`src/hw/sxi_map.svh`:
```
// Constants for the scalar-memory and vector-element issue block
`ifndef SXI_MAP_SVH
`define SXI_MAP_SVH
`define SXI_CLK_NS        8
`define SXI_IDX_W         6
`define SXI_AW            32
`define SXI_DW            64
`define SXI_OFS_W         22
`define SXI_BANK_BITS     4
`define SXI_IDX_K0        6'h01
`define SXI_ER_ISSUE_CP   1
`define SXI_EW_ISSUE_CP   2
`define SXI_ER_TAIL_CP    2
`define SXI_EW_TAIL_CP    3
`define SXI_RD_VIR_CP     8
`define SXI_RD_CIP_CP     11
`define SXI_EW_VREADY_CP  3
`define SXI_PARCEL_CP     3
`define SXI_MEM_SAME_CP   2
`define SXI_MEM_P0_CP     5
`define SXI_MEM_P2_CP     6
`define SXI_LD_MEM_CP     34
`define SXI_LD_CACHE_CP   7
`define SXI_BANK_CP       15
`endif

```
`src/hw/sxi_pkg.sv`:
```
// Types shared by the issue block and its helpers
package sxi_pkg;
  typedef enum logic [2:0] {
    SXI_OP_ER   = 3'h0,
    SXI_OP_EW   = 3'h1,
    SXI_OP_LA   = 3'h2,
    SXI_OP_SA   = 3'h3,
    SXI_OP_LS   = 3'h4,
    SXI_OP_SS   = 3'h5,
    SXI_OP_NONE = 3'h7
  } sxi_op_t;
  typedef enum logic [2:0] {
    SXI_ST_RUN    = 3'h1,
    SXI_ST_PARCEL = 3'h2,
    SXI_ST_GAP    = 3'h4
  } sxi_st_t;
endpackage : sxi_pkg

```
`src/hw/sxi_cnt.sv`:
```
// Loadable down counter used for latency and busy timing
`timescale 1ns/10ps
module sxi_cnt (
  input  wire logic       core_clk,
  input  wire logic       reset,
  input  wire logic       load,
  input  wire logic [5:0] val,
  output logic            busy,
  output logic            done
);
  import sxi_pkg::*;
  logic [5:0] cnt_r;

  always_ff @(posedge core_clk or posedge reset) begin
    if (reset) begin
      cnt_r <= 6'h00;
    end else if (load) begin
      cnt_r <= val;
    end else if (cnt_r != 6'h00) begin
      cnt_r <= 6'(cnt_r - 6'h01);
    end
  end

  assign busy = (cnt_r != 6'h00);
  assign done = (cnt_r == 6'h01);
endmodule : sxi_cnt

```
`src/hw/sxi_memfmt.sv`:
```
// Address forming and word shaping for scalar memory access
`timescale 1ns/10ps
`include "sxi_map.svh"
module sxi_memfmt (
  input  wire logic [2:0]            fld_h,
  input  wire logic [`SXI_AW-1:0]    base_address_reg,
  input  wire logic [`SXI_OFS_W-1:0] immediate_offset_field,
  input  wire logic                  st_is_a,
  input  wire logic [`SXI_AW-1:0]    target_address_reg,
  input  wire logic [`SXI_DW-1:0]    store_scalar_reg,
  input  wire logic                  ld_is_a,
  input  wire logic [`SXI_DW-1:0]    mem_rdata,
  output logic [`SXI_AW-1:0]         addr,
  output logic [`SXI_DW-1:0]         st_word,
  output logic [`SXI_DW-1:0]         ld_word
);
  import sxi_pkg::*;
  logic [`SXI_AW-1:0] base_use;
  logic [`SXI_AW-1:0] ofs_ext;

  // Only the low 32 bits of the base take part; h of zero means offset alone
  assign base_use = (fld_h == 3'h0) ? 32'h0000_0000 : base_address_reg[31:0];
  assign ofs_ext  = {{(`SXI_AW-`SXI_OFS_W){1'b0}}, immediate_offset_field};
  assign addr     = 32'(base_use + ofs_ext);
  assign st_word  = st_is_a ? {32'h0000_0000, target_address_reg} : store_scalar_reg;
  assign ld_word  = ld_is_a ? {32'h0000_0000, mem_rdata[31:0]} : mem_rdata;
endmodule : sxi_memfmt

```
`src/hw/sxi_issue.sv`:
```
// Issue control for vector element transfers and scalar memory access
`timescale 1ns/10ps
`include "sxi_map.svh"
module sxi_issue (
  input  wire logic                  core_clk,
  input  wire logic                  reset,
  input  wire logic                  instr_valid,
  input  wire sxi_pkg::sxi_op_t      instr_op,
  input  wire logic [2:0]            fld_i,
  input  wire logic [2:0]            fld_j,
  input  wire logic [2:0]            fld_k,
  input  wire logic [2:0]            fld_h,
  input  wire logic [`SXI_OFS_W-1:0] immediate_offset_field,
  input  wire logic [`SXI_AW-1:0]    element_index_areg,
  input  wire logic [`SXI_AW-1:0]    base_address_reg,
  input  wire logic [`SXI_AW-1:0]    target_address_reg,
  input  wire logic [`SXI_DW-1:0]    src_scalar_reg,
  input  wire logic [`SXI_DW-1:0]    store_scalar_reg,
  input  wire logic [7:0]            a_resv,
  input  wire logic [7:0]            s_resv,
  input  wire logic [7:0]            v_resv,
  input  wire logic                  viq_full,
  input  wire logic                  blk_xfer_busy,
  input  wire logic                  port_a_busy,
  input  wire logic                  port_b_busy,
  input  wire logic                  parcel_missing,
  input  wire logic                  parcel0_split,
  input  wire logic                  parcel2_split,
  input  wire logic                  half_rate_cpu,
  input  wire logic                  sys_phase,
  input  wire logic                  cache_en,
  input  wire logic                  cache_hit,
  input  wire logic [`SXI_DW-1:0]    vu_rdata,
  input  wire logic [`SXI_DW-1:0]    mem_rdata,
  output logic                       issue_ack_r,
  output logic                       cip_busy_r,
  output logic                       vu_rd_req_r,
  output logic                       vu_wr_req_r,
  output logic [2:0]                 vu_vreg_r,
  output logic [`SXI_IDX_W-1:0]      vu_index_r,
  output logic [`SXI_DW-1:0]         vu_wdata_r,
  output logic                       vreg_ready_r,
  output logic [2:0]                 vreg_ready_sel_r,
  output logic                       xr_we_r,
  output logic [2:0]                 xr_sel_r,
  output logic [`SXI_DW-1:0]         xr_data_r,
  output logic                       mem_req_r,
  output logic                       mem_we_r,
  output logic [`SXI_AW-1:0]         mem_addr_r,
  output logic [`SXI_DW-1:0]         mem_wdata_r,
  output logic                       ld_a_we_r,
  output logic                       ld_s_we_r,
  output logic [2:0]                 ld_sel_r,
  output logic [`SXI_DW-1:0]         ld_data_r
);
  import sxi_pkg::*;
  localparam int NBANK = 1 << `SXI_BANK_BITS;

  sxi_st_t                   st_r, st_nxt;
  sxi_op_t                   last_op_r;
  logic [5:0]                wait_r, wait_nxt, gap_n, mem_n;
  logic                      par_ok_r;
  logic                      is_er, is_ew, is_xfer, is_mem, is_amem, is_ld;
  logic                      hold_x, hold_m, parcel_ok, sync_ok, go, vir_go;
  logic [`SXI_IDX_W-1:0]     k_idx;
  logic                      pend_r, ent_wr_r, ent_j0_r;
  logic [1:0]                vir_wait_r;
  logic [2:0]                ent_vreg_r, ent_dst_r, rd_dst_r, vr_dst_r, ld_dst_r;
  logic [`SXI_IDX_W-1:0]     ent_idx_r;
  logic [`SXI_DW-1:0]        ent_data_r;
  logic                      rd_j0_r, ld_isa_r, ld_cache_r, st_a_r;
  logic                      rd_busy, rd_done, vr_done, ld_busy, ld_done;
  logic [`SXI_AW-1:0]        fmt_addr;
  logic [`SXI_DW-1:0]        fmt_st, fmt_ld;
  logic [`SXI_BANK_BITS-1:0] addr_bank;
  logic [NBANK-1:0]          bank_busy;

  // Decode
  assign is_er   = (instr_op == SXI_OP_ER);
  assign is_ew   = (instr_op == SXI_OP_EW);
  assign is_xfer = is_er | is_ew;
  assign is_amem = (instr_op == SXI_OP_LA) | (instr_op == SXI_OP_SA);
  assign is_ld   = (instr_op == SXI_OP_LA) | (instr_op == SXI_OP_LS);
  assign is_mem  = is_amem | (instr_op == SXI_OP_LS) | (instr_op == SXI_OP_SS);

  assign k_idx = (fld_k == 3'h0) ? `SXI_IDX_K0 : element_index_areg[5:0];

  // The single vector stage entry and the read result timer are also holds,
  // so a second transfer never overwrites an entry still waiting there
  assign hold_x = ((fld_k != 3'h0) & a_resv[fld_k]) | viq_full
                | (is_er ? s_resv[fld_i] : s_resv[fld_j])
                | blk_xfer_busy
                | pend_r | (is_er & rd_busy);
  assign addr_bank = fmt_addr[`SXI_BANK_BITS-1:0];
  assign hold_m = port_a_busy | port_b_busy
                | ((fld_h != 3'h0) & a_resv[fld_h])
                | (is_amem ? a_resv[fld_i] : s_resv[fld_i])
                | bank_busy[addr_bank]
                | (is_ld & ld_busy);
  assign parcel_ok = ~parcel_missing | par_ok_r;
  assign sync_ok   = ~half_rate_cpu | sys_phase;
  assign go = instr_valid & (st_r == SXI_ST_RUN) & sync_ok
            & ((is_xfer & ~hold_x) | (is_mem & ~hold_m & parcel_ok));

  // Cycles the issue slot stays closed after the issue cycle itself
  assign mem_n = parcel0_split ? 6'(`SXI_MEM_P0_CP - 1) :
                 parcel2_split ? 6'(`SXI_MEM_P2_CP - 1) : 6'(`SXI_MEM_SAME_CP - 1);
  assign gap_n = is_er ? 6'(`SXI_ER_ISSUE_CP + `SXI_ER_TAIL_CP - 1) :
                 is_ew ? 6'(`SXI_EW_ISSUE_CP + `SXI_EW_TAIL_CP - 1) : mem_n;

  always_comb begin
    st_nxt   = st_r;
    wait_nxt = (wait_r != 6'h00) ? 6'(wait_r - 6'h01) : 6'h00;
    case (st_r)
      SXI_ST_RUN: begin
        if (go) begin
          st_nxt   = SXI_ST_GAP;
          wait_nxt = gap_n;
        end else if (instr_valid & is_mem & ~parcel_ok) begin
          st_nxt   = SXI_ST_PARCEL;
          // The cycle that finds the parcel missing counts as the first
          wait_nxt = 6'(`SXI_PARCEL_CP - 1);
        end
      end
      SXI_ST_PARCEL: begin
        if (wait_r == 6'h01) st_nxt = SXI_ST_RUN;
      end
      SXI_ST_GAP: begin
        if (wait_r == 6'h01) st_nxt = SXI_ST_RUN;
      end
      default: st_nxt = SXI_ST_RUN;
    endcase
  end

  always_ff @(posedge core_clk or posedge reset) begin
    if (reset) begin
      st_r        <= SXI_ST_RUN;
      wait_r      <= 6'h00;
      par_ok_r    <= 1'b0;
      issue_ack_r <= 1'b0;
      cip_busy_r  <= 1'b0;
      last_op_r   <= SXI_OP_NONE;
    end else begin
      st_r        <= st_nxt;
      wait_r      <= wait_nxt;
      par_ok_r    <= go ? 1'b0 : (par_ok_r | ((st_r == SXI_ST_PARCEL) & (wait_r == 6'h01)));
      issue_ack_r <= go;
      cip_busy_r  <= (st_nxt != SXI_ST_RUN);
      last_op_r   <= go ? instr_op : last_op_r;
    end
  end

  // Vector stage: entry reaches it three cycles after issue, then waits
  // for its vector register to be released
  assign vir_go = pend_r & (vir_wait_r == 2'h0) & ~v_resv[ent_vreg_r];

  always_ff @(posedge core_clk or posedge reset) begin
    if (reset) begin
      pend_r     <= 1'b0;
      vir_wait_r <= 2'h0;
      ent_wr_r   <= 1'b0;
      ent_j0_r   <= 1'b0;
      ent_vreg_r <= 3'h0;
      ent_dst_r  <= 3'h0;
      ent_idx_r  <= 6'h00;
      ent_data_r <= 64'h0;
    end else if (go & is_xfer) begin
      pend_r     <= 1'b1;
      vir_wait_r <= 2'(`SXI_RD_CIP_CP - `SXI_RD_VIR_CP - 1);
      ent_wr_r   <= is_ew;
      ent_j0_r   <= (fld_j == 3'h0);
      ent_vreg_r <= is_ew ? fld_i : fld_j;
      ent_dst_r  <= fld_i;
      ent_idx_r  <= k_idx;
      ent_data_r <= (fld_j == 3'h0) ? 64'h0 : src_scalar_reg;
    end else begin
      pend_r     <= pend_r & ~vir_go;
      vir_wait_r <= (vir_wait_r != 2'h0) ? 2'(vir_wait_r - 2'h1) : 2'h0;
    end
  end

  always_ff @(posedge core_clk or posedge reset) begin
    if (reset) begin
      vu_rd_req_r <= 1'b0;
      vu_wr_req_r <= 1'b0;
      vu_vreg_r   <= 3'h0;
      vu_index_r  <= 6'h00;
      vu_wdata_r  <= 64'h0;
    end else begin
      vu_rd_req_r <= vir_go & ~ent_wr_r & ~ent_j0_r;
      vu_wr_req_r <= vir_go & ent_wr_r;
      if (vir_go) begin
        vu_vreg_r  <= ent_vreg_r;
        vu_index_r <= ent_idx_r;
        vu_wdata_r <= ent_data_r;
      end
    end
  end

  sxi_cnt u_rd (
    .core_clk (core_clk),
    .reset    (reset),
    .load     (vir_go & ~ent_wr_r),
    .val      (6'(`SXI_RD_VIR_CP)),
    .busy     (rd_busy),
    .done     (rd_done)
  );

  sxi_cnt u_vr (
    .core_clk (core_clk),
    .reset    (reset),
    .load     (vir_go & ent_wr_r),
    .val      (6'(`SXI_EW_VREADY_CP)),
    .busy     (),
    .done     (vr_done)
  );

  always_ff @(posedge core_clk or posedge reset) begin
    if (reset) begin
      rd_dst_r         <= 3'h0;
      rd_j0_r          <= 1'b0;
      vr_dst_r         <= 3'h0;
      xr_we_r          <= 1'b0;
      xr_sel_r         <= 3'h0;
      xr_data_r        <= 64'h0;
      vreg_ready_r     <= 1'b0;
      vreg_ready_sel_r <= 3'h0;
    end else begin
      if (vir_go & ~ent_wr_r) begin
        rd_dst_r <= ent_dst_r;
        rd_j0_r  <= ent_j0_r;
      end
      if (vir_go & ent_wr_r) vr_dst_r <= ent_vreg_r;
      xr_we_r      <= rd_done;
      vreg_ready_r <= vr_done;
      if (rd_done) begin
        xr_sel_r  <= rd_dst_r;
        xr_data_r <= rd_j0_r ? 64'h0 : vu_rdata;
      end
      if (vr_done) vreg_ready_sel_r <= vr_dst_r;
    end
  end

  sxi_memfmt u_fmt (
    .fld_h                  (fld_h),
    .base_address_reg       (base_address_reg),
    .immediate_offset_field (immediate_offset_field),
    .st_is_a                (is_amem),
    .target_address_reg     (target_address_reg),
    .store_scalar_reg       (store_scalar_reg),
    .ld_is_a                (ld_isa_r),
    .mem_rdata              (mem_rdata),
    .addr                   (fmt_addr),
    .st_word                (fmt_st),
    .ld_word                (fmt_ld)
  );

  // One busy timer per bank; a bank count is fixed by the address bits used
  for (genvar b = 0; b < NBANK; b++) begin : g_bank
    sxi_cnt u_bank (
      .core_clk (core_clk),
      .reset    (reset),
      .load     (go & is_mem & (addr_bank == `SXI_BANK_BITS'(b))),
      .val      (6'(`SXI_BANK_CP)),
      .busy     (bank_busy[b]),
      .done     ()
    );
  end

  sxi_cnt u_ld (
    .core_clk (core_clk),
    .reset    (reset),
    .load     (go & is_ld),
    .val      ((cache_en & cache_hit) ? 6'(`SXI_LD_CACHE_CP) : 6'(`SXI_LD_MEM_CP)),
    .busy     (ld_busy),
    .done     (ld_done)
  );

  always_ff @(posedge core_clk or posedge reset) begin
    if (reset) begin
      mem_req_r   <= 1'b0;
      mem_we_r    <= 1'b0;
      mem_addr_r  <= 32'h0000_0000;
      mem_wdata_r <= 64'h0;
      st_a_r      <= 1'b0;
    end else begin
      mem_req_r <= go & is_mem;
      if (go & is_mem) begin
        mem_we_r    <= ~is_ld;
        mem_addr_r  <= fmt_addr;
        mem_wdata_r <= is_ld ? 64'h0 : fmt_st;
        st_a_r      <= (instr_op == SXI_OP_SA);
      end
    end
  end

  always_ff @(posedge core_clk or posedge reset) begin
    if (reset) begin
      ld_dst_r   <= 3'h0;
      ld_isa_r   <= 1'b0;
      ld_cache_r <= 1'b0;
      ld_a_we_r  <= 1'b0;
      ld_s_we_r  <= 1'b0;
      ld_sel_r   <= 3'h0;
      ld_data_r  <= 64'h0;
    end else begin
      if (go & is_ld) begin
        ld_dst_r   <= fld_i;
        ld_isa_r   <= is_amem;
        ld_cache_r <= cache_en & cache_hit;
      end
      ld_a_we_r <= ld_done & ld_isa_r;
      ld_s_we_r <= ld_done & ~ld_isa_r;
      if (ld_done) begin
        ld_sel_r  <= ld_dst_r;
        ld_data_r <= fmt_ld;
      end
    end
  end
endmodule : sxi_issue

```
`config.mk`:
```
export PLATFORM = sky130hd
export DESIGN_NAME = sxi_issue
export DESIGN_NICKNAME = d
export VERILOG_FILES = /design/src/hw/sxi_pkg.sv /design/src/hw/sxi_cnt.sv /design/src/hw/sxi_memfmt.sv /design/src/hw/sxi_issue.sv
export VERILOG_INCLUDE_DIRS = /design/src /design/src/hw
export SDC_FILE = /design/constraint.sdc
export NUM_CORES = 1
export LEC_CHECK = 0
export BUFFER_PORTS_ARGS = -buffer_cell sky130_fd_sc_hd__buf_2
export CAP_MARGIN = 20
export CORE_AREA = 2 2 291 293
export DETAILED_ROUTE_END_ITERATION = 16
export DIE_AREA = 0 0 293 295
export SLEW_MARGIN = 20
export SYNTH_ARGS = -nofsm -noshare
export SYNTH_HDL_FRONTEND = slang
export SYNTH_SLANG_ARGS = --single-unit
```
`constraint.sdc`:
```
create_clock -name core_clk -period 50 [get_ports core_clk]
set_clock_uncertainty 0.15 [all_clocks]
set_input_delay 2.5 -clock core_clk [delete_from_list [all_inputs] [get_ports core_clk]]
set_output_delay 2.5 -clock core_clk [all_outputs]
set_load 0.01 [all_outputs]
```
* Word-level counts from Yosys, hierarchy flattened *
Cells that the tools add are included.

operators by class
  add/subtract/negate cells = 22
  order comparisons = 6
  eq/ne operators = 28
  muxes and demuxes = 79
  bitwise gates (word level) = 71
  reduce and logical (&&, ||, !) cells = 49

operators with widths
  kind                   count
  $mux W64               5
  $mux W6                44
  $reduce_bool A6 Y1     20
  $sub A6 B1 Y6 const B  20
  $and A1 B1 Y1          41
  $reduce_bool A2 Y1     20
  $add A32 B22 Y32       1
  $eq A4 B4 Y1 const B   8
  $mux W32               1
  $eq A6 B1 Y1 const B   4
  $mux W3                8
  $lt A3 B4 Y1 const B   5
  $or A1 B1 Y1           19
  $bmux W1 S3            6
  $eq A4 B3 Y1 const B   4
  $logic_not A3 Y1       4
  $mux W1                11
  $not A1 Y1             11
  $eq A3 B2 Y1 const B   3
  $eq A3 B3 Y1 const B   3
  $eq A4 B2 Y1 const B   2
  $eq A3 B1 Y1 const B   2
  $pmux W3 S2            1
  $reduce_bool A3 Y1     2
  other kinds (9)        10

storage, ports and cells
  bits in registers = 532
  bits of input ports = 427
  output and inout port bits = 316
  logic and storage cells = 310

* Longest topological paths before layout *
Gate-level depths: netlist (run 1).

  word-level depth = 15
  gate-level depth with buffers = 16
  mapped depth without buffers = 11

* Hierarchy *
A second synthesis (run 1) with hierarchy kept.

second synthesis, totals
  cell total of the unflattened synthesis = 2808
  area total of the unflattened synthesis = 27279.9 µm²

modules (own cells, without submodules)
  module      times used  cells an instance  area each (µm²)  sequential area each (µm²)
  sxi_issue   1           1607               16926.2          10461.3
  sxi_cnt     19          44                 406.6            150.1
  sxi_memfmt  1           365                2627.5           0.0

* Least setup slack after synthesis (run 1) *
OpenSTA, ideal clock, no wires.

  kind = in2reg
  start = input fld_h[1]
  end = register mem_addr_r[26]
  library setup time = 0.129 ns
  data arrival time = 6.168 ns
  required time = 49.721 ns
  setup slack = 43.552 ns
  cell stages on the path = 13
  path buffers = 4
  cell sequence = buf_2 > or3_1 > clkbuf_1 > clkbuf_1 > and2_1 > fa_1 > xor2_4 > mux2_2 > mux4_2 > nor3b_2 > a21oi_1 > clkbuf_1 > o41a_1

between the ends
  longest elaborated chain between the ends = 13
  elaborated cells between the ends (all ways) = 19
  classes of those cells = add/sub: 1; mux: 5; bitwise: 11; reduce/logical: 2

RTL lines
  item                                                                  RTL line                           RTL
  start: declaration                                                    sxi_issue.sv:12                    input wire logic [2:0] fld_h,
  $logic_not A3 Y1 / $bmux W1 S3 (equally long branches)                sxi_memfmt.sv:22, sxi_issue.sv:96
  $mux W32 / $mux W1 (equally long branches)                            sxi_memfmt.sv:22, sxi_issue.sv:96
  $add A32 B22 Y32 / $and A1 B1 Y1 (equally long branches)              sxi_memfmt.sv:24, sxi_issue.sv:96
  $bmux W1 S4 / $or A1 B1 Y1 (equally long branches)                    sxi_issue.sv:98, sxi_issue.sv:96
  $mux W1 (implied by the code) / $or A1 B1 Y1 (equally long branches)  sxi_issue.sv:98, sxi_issue.sv:97
  $or A1 B1 Y1                                                          sxi_issue.sv:98                    | bank_busy[addr_bank]
  $or A1 B1 Y1                                                          sxi_issue.sv:99                    | (is_ld & ld_busy);
  $not A1 Y1                                                            sxi_issue.sv:103                   & ((is_xfer & ~hold_x) | (is_mem & ~hold_m & parcel_ok));
  $and A1 B1 Y1 (2 in a row)                                            sxi_issue.sv:103
  $or A1 B1 Y1                                                          sxi_issue.sv:103
  $and A1 B1 Y1                                                         sxi_issue.sv:103
  $and A1 B1 Y1                                                         sxi_issue.sv:288                   if (go & is_mem) begin
  end signal: assignment                                                sxi_issue.sv:290                   mem_addr_r <= fmt_addr;
  end: declaration                                                      sxi_issue.sv:49                    output logic [`SXI_AW-1:0] mem_addr_r,

Parallel ways exist; a longest one is shown, timed or not. The select of a mux whose other input is x is not followed.
A chain may end at the register's enable or synchronous reset.

* Final worst setup path (run 1) *
  start = input fld_h[1]
  end = register mem_wdata_r[10]

between the ends
  longest elaborated chain between the ends = 13
  elaborated cells between the ends (all ways) = 19
  classes of those cells = add/sub: 1; mux: 5; bitwise: 11; reduce/logical: 2

RTL lines
  item                                                                  RTL line                           RTL
  $logic_not A3 Y1 / $bmux W1 S3 (equally long branches)                sxi_memfmt.sv:22, sxi_issue.sv:96
  $mux W32 / $mux W1 (equally long branches)                            sxi_memfmt.sv:22, sxi_issue.sv:96
  $add A32 B22 Y32 / $and A1 B1 Y1 (equally long branches)              sxi_memfmt.sv:24, sxi_issue.sv:96
  $bmux W1 S4 / $or A1 B1 Y1 (equally long branches)                    sxi_issue.sv:98, sxi_issue.sv:96
  $mux W1 (implied by the code) / $or A1 B1 Y1 (equally long branches)  sxi_issue.sv:98, sxi_issue.sv:97
  $or A1 B1 Y1 (*)                                                      sxi_issue.sv:98
  $or A1 B1 Y1 (*)                                                      sxi_issue.sv:99
  $not A1 Y1 (*)                                                        sxi_issue.sv:103
  $and A1 B1 Y1 (*) (2 in a row)                                        sxi_issue.sv:103
  $or A1 B1 Y1 (*)                                                      sxi_issue.sv:103
  $and A1 B1 Y1 (*)                                                     sxi_issue.sv:103
  $and A1 B1 Y1 (*)                                                     sxi_issue.sv:288
  end signal: assignment                                                sxi_issue.sv:291                   mem_wdata_r <= is_ld ? 64'h0 : fmt_st;
  end: declaration                                                      sxi_issue.sv:50                    output logic [`SXI_DW-1:0] mem_wdata_r,

Mark *: on every way between the ends. The rest lies on a longest branch, timed or not. The select of a mux whose other input is x is not followed.

==> summary.txt, run 1 <==
Worst hold path
  – Worst Hold Class: register to register
  – Hold_sp: ent_j0_r$_DFFE_PP0P_

Worst setup path
  – Most frequent cell on the critical path: buf_4
  – Critical path's slowest cell: fa_1
  – Reg2Reg Launch Point: g_bank[11].u_bank.cnt_r[0]$_DFFE_PP0P_
  – CP max FO: between 80 and 90
  – CP required: between 50 and 60 ns
  – CP peak stage delay: around 0.54 ns
  – Critical path class: input port to register
  – CP Cell Sequence: buf_2 -> or3_1 -> buf_4 -> and2_1 -> fa_1 -> xor2_4 -> mux2_2 -> mux4_2 -> nor3b_2 -> a21oi_4 -> buf_4 -> buf_4 -> o31ai_1
  – Arr. time, crit path: around 7.0 ns
  – CP Launch Point: fld_h[1]
  – Critical path startpoint category: input port
  – R2R setup slack: between 40 and 50 ns
  – Setup crit end kind: register

Clock tree
  – # H-tree levels: 2
  – Clock Path Buffers: 3
  – Clock Latency Late Sink: roughly 0.63 ns
  – Post-CTS resize count: 0
  – Setup Fix Bufs, Post-CTS: 0
  – Clk root buf: clkbuf_16
  – Clock Sinks: roughly 530
  – TritonCTS Buffers: 61
  – Clock transition at path regs: 0.06 ns
  – Post-CTS Hold Buffers: 0
  – TritonCTS clock tree: yes

Layout
  – Final Util: 0.378
  – Layout cells sized above 1: 0.323
  – Final net count: about 3600
  – Multi-input gate area: approximately 10000 um2
  – Fillers: ~8300
  – Area growth syn-to-layout: 29.2%
  – Sequential Area: 13300 um2

Timing
  – Fmax: ~150 MHz
  – Final worst-path cycle share: 0.133
  – Min Tclk post-route: about 6.7 ns
  – Slew Limit Fails: 0
  – Unrepaired setup endpoints after global routing: no
  – Setup ws final: between 40 and 50 ns
  – Hold_ws: about 0.3 ns
  – Fin. Hold Viols: 0
  – Slew headroom: 0.282
  – Worst-Margin Slew: around 1.1 ns
  – Setup TNS: 0 ns
  – Final setup fails: 0

Logic synthesis
  – Sequential fraction of the synthesis area: 0.547
  – Ys Warns: 0
  – Synth area leaders: dfrtp_1 55%, nand2_1 8.8%, mux2_2 6.0%
  – Area leader, netlist: dfrtp_1
  – Most frequent cells after synthesis: 568 x nand2_1, 531 x dfrtp_1, 164 x o21ai_0, 135 x nand3_1, 129 x mux2_2
  – Netlist cell types: 64
  – Syn Area/Cell: about 10 um2
  – Cell count after synthesis: 2373
  – Post-synth top area share: 0.546
  – Number of synthesized flops with an enable pin: 0
  – Count leader, synth: nand2_1
  – Mapped Nets: 2862
  – FFs w/ async S/R, synth: 1.00
  – Top FF cell, synth: dfrtp_1
  – Syn Std Cell Area: roughly 24000 um2
  – Register bit count reported by yosys: roughly 530

Floorplan
  – Chip height: just under 300 um
  – Die Wd: ~290 um
  – Row count: about 110
  – I/O pins: 743
  – Die area: 86400 um2
  – Core area: around 83000 um2
  – Initial Util: 0.292

Placed design
  – Placer congestion estimate: about 0.84
  – Dpl ws: between 40 and 50 ns
  – Port-buffer cells: around 720
  – Post-detail-place hpwl: 53600 um

Route
  – DRC: 0
  – First-pass detailed-route iteration total: 4
  – Via Count: roughly 20000
  – Routed Antenna Nets: 0
  – 1st-iter DRT viols: ~800
  – Vias per inst: between 4 and 5
  – Wirelength per Cell: about 18 um
  – Routed WL: about 74000 um

Power
  – Int Pwr: 0.838 mW
  – VDD IR-drop max: approximately 0.024 mV
  – Combinational Power Share: 0.141
  – Sequential Power Share: 0.423
  – P_sw: between 0.3 and 0.4 mW
  – Clock group share of total power: 0.436
  – Lkg Pwr: 17.2 nW
  – Switching share of power: 0.269
  – Pwr dens: 36.5 nW/um2

Job
  – Max Cap Viol: 0

GRT
  – Global route overflow: 0
  – Largest net degree at the start of global routing: ~130
  – Initial antenna violation count: 22
  – Vias in the first global route: ~19000
  – First-pass GRT wire length: approximately 110000 um
  – GRT Overall Usage: 0.164

Outcome
  – Outcome: completed
==> power by group through the flow <==
stage	combinational (mW)	clock [mW]	sequential (mW)
after floorplan	0.0736	0	0.506
after global placement	0.162	0	0.491
after detailed placement	0.165	0	0.492
after CTS	0.165	0.514	0.485
after global routing	0.183	0.533	0.489
final	0.162	0.500	0.484
==> layout make-up <==
cell class | count | share of cell area
Sequential cell | 532 | 0.424
Clock buffer | 82 | 0.0540
Clock inverter | 33 | 0.0181
Timing Repair Buffer | 743 | 0.121
Tap cell | 1080 | 0.0430
Multi-Input combinational cell | 1670 | 0.332
Antenna cell | 8 | 0.000637
Inverter | 58 | 0.00717
==> cells in the final DEF (no fill, tap or decap), drive strengths merged, types with 62 or more instances in the layout <==
cell and instances:
inv 63, clkbuf 82, nor3 62, nand2b 71
mux2 129, nand3 135, dfrtp 531, o21ai 167
buf 743, nand2 568
==> metrics by stage <==
step	area, um2	instances	power (mW)
after detailed placement	29100	4082	0.657
after CTS	31400	4197	1.16
after floorplan	24300	2373	0.580
after global routing	31400	4202	1.21
final	31400	4206	1.15
after global placement	29100	4082	0.653
==> path summary, 6_finish.rpt <==
path	endpoint	cells after the start
worst max-delay path	mem_wdata_r[10]$_DFFE_PP0P_	13
worst min-delay path	vu_rd_req_r$_DFF_PP0_	1
worst max register to register	mem_wdata_r[10]$_DFFE_PP0P_	11
worst min register to register	vu_rd_req_r$_DFF_PP0_	1
max in group asynchronous	ent_data_r[36]$_DFFE_PP0P_	5
min in group asynchronous	ld_data_r[42]$_DFFE_PP0P_	2
==> layer usage <==
layer / global-route usage / share of wire / vias up / wire length (um)
met4: 0.0529 / 0.029 / 24 / 2120
li1: - / - / 9455 / -
met2: 0.279 / 0.49 / 614 / 35900
met5: 0 / 0.0022 / - / 166
met1: 0.204 / 0.42 / 9206 / 31000
met3: 0.0421 / 0.064 / 125 / 4740
==> state kept, by name (all words and copies together) (netlist names), 2 cells and up <==
register             count
mem_wdata_r             64
st_r                     3
vu_vreg_r                3
ent_vreg_r               3
rd_dst_r                 3
g_bank.u_bank.cnt_r     96
ld_sel_r                 3
vreg_ready_sel_r         3
ld_dst_r                 3
ent_data_r              64
wait_r                   6
u_ld.cnt_r               6
ent_dst_r                3
vu_index_r               6
vu_wdata_r              64
vr_dst_r                 3
ent_idx_r                6
u_rd.cnt_r               6
vir_wait_r               2
mem_addr_r              32
xr_sel_r                 3
u_vr.cnt_r               6
ld_data_r               64
xr_data_r               64
==> worst max-delay path: cells and delay by family <==
family / cells / cell delay (ns)
AOI/OAI and AO/OA: 2 / 0.40
xor gates and xnor gates: 1 / 0.42
adders and majority gates: 1 / 0.54
buffers and inverters: 4 / 1.26
muxes: 2 / 0.90
and+or+nand+nor: 3 / 0.90
==> cells by family after synthesis <==
| kind of cell | after synthesis | synth area share |
|---|---|---|
| multiplexers | 188 | 0.0907 |
| flip-flops | 532 | 0.547 |
| AO/OA/AOI/OAI | 327 | 0.0825 |
| adder cells (fa/ha/maj) | 62 | 0.0322 |
| AND/OR/NAND/NOR | 998 | 0.185 |
| XOR/XNOR | 95 | 0.0353 |
| buffers and inverters | 171 | 0.0274 |
(Power assumes the default switching activity.)
==> run 2, diff against run 1 <==
==> constraint.sdc (replaced) <==
create_clock -name core_clk -period 6.75 [get_ports core_clk]
set_clock_uncertainty 0.15 [all_clocks]
set_input_delay 0.3375 -clock core_clk [delete_from_list [all_inputs] [get_ports core_clk]]
set_output_delay 0.3375 -clock core_clk [all_outputs]
set_load 0.01 [all_outputs]
==> run 2 against run 1 <==
Clock power rose to 6.9 times the previous value. Register-to-register slack got worse by 43 ns. First-iteration DRC count rose by 27%. Sequential share of layout area fell by 3.8 points. Count of clock-buffer cells in the layout rose by 5. Wire length rose by 6.7%. Worst setup slack got worse by 41 ns. Flip-flop and latch count did not move. Critical path depth fell by 1. Worst hold slack got worse by 0.29 ns. Final cell count rose by 7.7%. Power rose to 7.3 times the previous value. Largest power group is now registers. Highest routed layer unchanged.
==> summary.txt, run 2 (synthesis results as in run 1) <==
Job
  – Max Cap Viol: 0

GRT
  – First-pass GRT wire length: between 100000 and 150000 um
  – GRT Overall Usage: 0.175
  – Initial antenna violation count: 19
  – Vias in the first global route: 20998
  – Global route overflow: 0
  – Largest net degree at the start of global routing: 160

Timing
  – Fmax: 230 MHz
  – Hold_ws: 0.0177 ns
  – Fin. Hold Viols: 0
  – Unrepaired setup endpoints after global routing: no
  – Final setup fails: 0
  – Min Tclk post-route: 4.35 ns
  – Slew headroom: 0.277
  – Worst-Margin Slew: about 1.1 ns
  – Final worst-path cycle share: 0.645
  – Slew Limit Fails: 0

Floorplan
  – Row count: 106
  – Die Wd: between 200 and 300 um
  – I/O pins: 743
  – Core area: 83200 um2
  – Die area: just under 90000 um2
  – Initial Util: 0.292
  – Chip height: about 300 um

Outcome
  – Outcome: completed

Layout
  – Commonest non-fill, non-tap cell in the layout: buf_2
  – Area growth syn-to-layout: 41.8%
  – Fillers: roughly 7900
  – Final net count: between 3000 and 4000
  – Commonest cells after routing, fill and taps aside: 716 x buf_2, 567 x nand2_1, 531 x dfrtp_1
  – Number of flip-flops in the largest register: 96
  – Layout cells sized above 1: 0.291
  – Fin cells: between 4000 and 5000
  – Multi-input gate area: between 10000 and 15000 um2
  – Sequential Area: about 13000 um2
  – Biggest register: g_bank.u_bank.cnt_r
  – Fin area: 34500 um2

Route
  – First-pass detailed-route iteration total: 5
  – Wirelength per Cell: between 15 and 20 um
  – Routed Antenna Nets: 0
  – 1st-iter DRT viols: 1023
  – Via Count: 20940
  – Vias per inst: 4.62
  – Routed WL: 78900 um
  – DRC: 0

Clock tree
  – Clock transition at path regs: around 0.06 ns
  – Clock Sinks: 532
  – Post-CTS resize count: 0
  – Clk root buf: clkbuf_16
  – TritonCTS Buffers: between 60 and 70
  – Clock Latency Late Sink: 0.63 ns
  – TritonCTS clock tree: yes
  – Clock Path Buffers: 3
  – # H-tree levels: 2

Power
  – Pwr dens: between 200 and 250 nW/um2
  – VDD IR-drop max: 0.198 mV
  – Lkg Pwr: 18.4 nW
  – Overall Power: 8.41 mW

Worst setup path
  – R2R setup slack: roughly 2.5 ns
  – CP max FO: 95
  – Critical path startpoint category: input port
  – Arr. time, crit path: between 4 and 5 ns
  – Reg2Reg Launch Point: g_bank[15].u_bank.cnt_r[0]$_DFFE_PP0P_
  – R2R Path End: mem_wdata_r[30]$_DFFE_PP0P_
  – Setup crit end kind: register
  – CP required: 7.12 ns
  – Reg2Reg Depth: 11
  – Critical path class: input port to register

Worst hold path
  – Hold-critical path endpoint: ent_dst_r[2]$_DFFE_PP0P_
  – Worst Hold Class: input port to register
  – WHS Path Cells: 3
  – Hold_sp: fld_i[2]

Placed design
  – Post-detail-place hpwl: 54400 um
  – Placer congestion estimate: about 0.83
  – Port-buffer cells: ~720
  – Placed insts: between 4000 and 5000
  – Placed instance area: 29100 um2
## run 2: changes by cell type in the layout (fill, tap and decap cells not counted), sizes merged
| cell | previous run | this run |
|---|---|---|
| dlygate4sd3 | 0 | 323 |
| bufinv | 13 | 6 |
| clkbuf | 82 | 87 |
| diode | 8 | 12 |
| inv | 63 | 59 |
| clkinv | 13 | 16 |
| buf | 743 | 741 |
| clkinvlp | 2 | 3 |
## run 2: what timing repair did
item,in CTS,in global routing
endpoints found under the hold margin,300,0
hold buffers,323,0
setup buffers,0,0
## run 2: final cells by class
cell class / instances / share of cell area
Tap cell: 1080 / 0.0392
Antenna cell: 12 / 0.000870
Clock inverter: 26 / 0.0103
Timing Repair Buffer: 1064 / 0.205
Clock buffer: 87 / 0.0503
Sequential cell: 532 / 0.386
Multi-Input combinational cell: 1670 / 0.302
Inverter: 58 / 0.00642
## run 2: worst max-delay path, cell delays in order
cell     delay (ns)
buf_2          0.19
or3_1          0.42
and2_1         0.21
fa_1           0.54
xor2_4         0.39
mux2_2         0.38
mux4_2         0.52
nor3b_2        0.31
a21oi_4        0.10
buf_4          0.37
buf_4          0.46
o31ai_1        0.36
## run 2: metrics by stage
stage	worst slack (ns)	util	TNS (ns)
after floorplan	-0.969	-	-514.41
after global routing	2.18	0.415	0
after detailed placement	1.77	0.350	0
final	2.40	0.415	0
after global placement	1.89	0.350	0
after CTS	2.48	0.414	0
## run 2: worst max path at each step
| stage | startpoint | end | slack, ns | cells past startpoint |
|---|---|---|---|---|
| 2_1_floorplan | reset | cip_busy_r$_DFF_PP0_ | -0.97 | 1 |
| 3_3_place_gp | fld_h[1] | mem_wdata_r[10]$_DFFE_PP0P_ | 1.89 | 13 |
| 3_5_place_dp | fld_h[1] | mem_wdata_r[14]$_DFFE_PP0P_ | 1.77 | 12 |
| 4_1_cts | g_bank[15].u_bank.cnt_r[0]$_DFFE_PP0P_ | mem_wdata_r[14]$_DFFE_PP0P_ | 2.48 | 11 |
| 5_1_grt | fld_h[1] | mem_wdata_r[23]$_DFFE_PP0P_ | 2.18 | 14 |
| 6_report | fld_h[1] | mem_wdata_r[30]$_DFFE_PP0P_ | 2.40 | 12 |
## run 2: metal layers
| layer | vias to the layer above | global-route usage | share of wire |
|---|---|---|---|
| met5 | - | 0 | 0.0015 |
| met4 | 18 | 0.0680 | 0.039 |
| met3 | 168 | 0.0395 | 0.059 |
| met2 | 665 | 0.298 | 0.48 |
| met1 | 9966 | 0.216 | 0.42 |
| li1 | 10123 | - | - |
## run 2: power breakdown
| group | leakage [nW] | switching [mW] | internal (mW) | total [mW] |
|---|---|---|---|---|
| sequential | 7.10 | 0.149 | 3.45 | 3.60 |
| clock | 1.02 | 1.41 | 2.03 | 3.44 |
| combinational | 10.3 | 0.764 | 0.616 | 1.38 |
| total | 18.4 | 2.32 | 6.09 | 8.41 |
==> run 3, diff against run 2 <==
==> constraint.sdc (replaced) <==
create_clock -name core_clk -period 4.25 [get_ports core_clk]
set_clock_uncertainty 0.15 [all_clocks]
set_input_delay 0.2125 -clock core_clk [delete_from_list [all_inputs] [get_ports core_clk]]
set_output_delay 0.2125 -clock core_clk [all_outputs]
set_load 0.01 [all_outputs]
==> run 3 against run 2 <==
Clock power increased by 65%. Register-to-register slack got worse by 2.0 ns. Worst setup slack got worse by 2.2 ns. Via count increased by 1.7%. Sequential power increased by 59%. Sequential share of layout area decreased by 0.50 points. Count of clock-buffer cells in the layout increased by 8. Non-clock buffer count increased by 40.
==> summary.txt, run 3 (synthesis results as in run 1) <==
Outcome
  – Outcome: completed

Power
  – Clock group share of total power: 0.416
  – Pwr dens: slightly below 400 nW/um2
  – Int Pwr: 9.86 mW
  – Combinational Power Share: 0.164
  – P_sw: ~3.8 mW
  – Switching share of power: 0.277
  – Lkg Pwr: 18.7 nW
  – VDD IR-drop max: 0.290 mV
  – Sequential Power Share: 0.420

Layout
  – Multi-input gate area: about 10000 um2
  – Commonest non-fill, non-tap cell in the layout: buf_2
  – Biggest register: g_bank.u_bank.cnt_r
  – Sequential Area: about 13000 um2
  – Layout cells sized above 1: 0.295
  – Number of flip-flops in the largest register: between 90 and 100
  – Fillers: 7841
  – Fin cells: ~4600
  – Commonest cells after routing, fill and taps aside: 716 x buf_2, 567 x nand2_1, 531 x dfrtp_1
  – Final net count: a little under 4000
  – Area growth syn-to-layout: 43.7%
  – Final Util: 0.420

Route
  – Vias per inst: 4.67
  – 1st-iter DRT viols: between 1000 and 1500
  – Routed Antenna Nets: 0
  – Wirelength per Cell: between 15 and 20 um
  – Routed WL: roughly 80000 um
  – First-pass detailed-route iteration total: 6
  – DRC: 0
  – Via Count: about 21000

Worst setup path
  – CP Cell Sequence: buf_2 -> or3_1 -> buf_4 -> and2_1 -> ha_1 -> xor2_4 -> mux2_2 -> mux4_2 -> nor3b_2 -> a21oi_4 -> and2_1 -> o311ai_0 -> dlygate4sd3_1
  – CP required: 4.62 ns
  – Setup crit end kind: register
  – Most frequent cell on the critical path: and2_1
  – CP max FO: 23
  – Critical path's slowest cell: dlygate4sd3_1
  – Critical path startpoint category: input port
  – Critical path class: input port to register
  – CP peak stage delay: between 0.5 and 0.6 ns
  – Arr. time, crit path: 4.42 ns

Floorplan
  – Die area: 86400 um2
  – Core area: a little over 80000 um2
  – I/O pins: 743
  – Chip height: about 300 um
  – Die Wd: roughly 300 um
  – Initial Util: 0.292
  – Row count: between 100 and 150

Placed design
  – Placed insts: around 4100
  – Port-buffer cells: 716
  – Post-detail-place hpwl: around 56000 um
  – Placer congestion estimate: around 0.84

Timing
  – Slew headroom: 0.278
  – Fmax: 247 MHz
  – Slew Limit Fails: 0
  – Fin. Hold Viols: 0
  – Min Tclk post-route: about 4.0 ns
  – Final setup fails: 0
  – Final worst-path cycle share: 0.952
  – Worst-Margin Slew: 1.08 ns
  – Unrepaired setup endpoints after global routing: no

GRT
  – Global route overflow: 0
  – GRT Overall Usage: 0.178
  – First-pass GRT wire length: about 120000 um
  – Largest net degree at the start of global routing: roughly 130
  – Initial antenna violation count: 16
  – Vias in the first global route: roughly 21000

Clock tree
  – Clock Latency Late Sink: around 0.6 ns
  – Post-CTS resize count: 0
  – Clock Path Buffers: 3
  – Clock transition at path regs: approximately 0.060 ns
  – Post-CTS Hold Buffers: between 300 and 400
  – Clk root buf: clkbuf_16
  – TritonCTS Buffers: 66
  – Clock Sinks: 532
  – Setup Fix Bufs, Post-CTS: 0
  – TritonCTS clock tree: yes
  – # H-tree levels: 3

Worst hold path
  – Worst Hold Class: input port to register

Job
  – Max Cap Viol: 0
## run 3: metal layers
metal	share of wire	GRT usage	wire (um)
met5	0.0011	0	89
met4	0.049	0.0917	3920
met3	0.072	0.0460	5720
met2	0.47	0.292	37300
met1	0.41	0.215	32800
## run 3: cell type report
cell class,count,area share
multi-input cells,1670,0.298
repair buffers,1104,0.213
inverters,58,0.00634
flip-flops and latches,532,0.381
well taps,1080,0.0387
clock inverters,21,0.00859
clock buffers,95,0.0541
diodes,6,0.000430
## run 3: critical path, delay by kind of cell
family                     cells  cell delay, ns
AOI/OAI and AO/OA              2            0.46
xor gates and xnor gates       1            0.31
adders and majority gates      1            0.47
buffers and inverters          3            0.86
muxes                          2            0.88
and+or+nand+nor                4            1.20
## run 3: power by group through the flow
stage | Sequential, mW | Clock [mW] | Combinational (mW)
global route | 5.77 | 6.08 | 2.49
CTS | 5.72 | 5.85 | 2.24
finish | 5.73 | 5.68 | 2.24
floorplan | 5.95 | 0 | 0.867
detailed placement | 5.80 | 0 | 1.97
global placement | 5.79 | 0 | 1.95
## run 3: path summary, 6_finish.rpt
kind                                                    to                                   start  cells after the start  slack, ns
min in group asynchronous            vu_rd_req_r$_DFF_PP0_                                   reset                      3       0.16
worst max-delay path                  ld_isa_r$_DFFE_PP0P_                                fld_h[0]                     13       0.21
worst max register to register        ld_isa_r$_DFFE_PP0P_  g_bank[12].u_bank.cnt_r[2]$_DFFE_PP0P_                      9       0.50
worst min-delay path             mem_addr_r[0]$_DFFE_PP0P_               immediate_offset_field[0]                      4       0.04
max in group asynchronous       vu_wdata_r[18]$_DFFE_PP0P_                                   reset                      4       2.69
worst min register to register     vir_wait_r[0]$_DFF_PP0_                 vir_wait_r[0]$_DFF_PP0_                      1       0.30
## run 3: stage by stage
step                      hold slack [ns]  power, mW  setup TNS [ns]  worst slack, ns  cell area [um2]
after detailed placement            0.218       7.78               0           0.0368            29300
after CTS                         0.00307       13.8               0            0.223            34900
after global placement              0.230       7.74               0           0.0400            29300
after floorplan                     0.161       6.82        -1776.86            -3.34            24300
final                              0.0372       13.6               0            0.206            35000
after global routing               0.0317       14.3               0           0.0171            34900
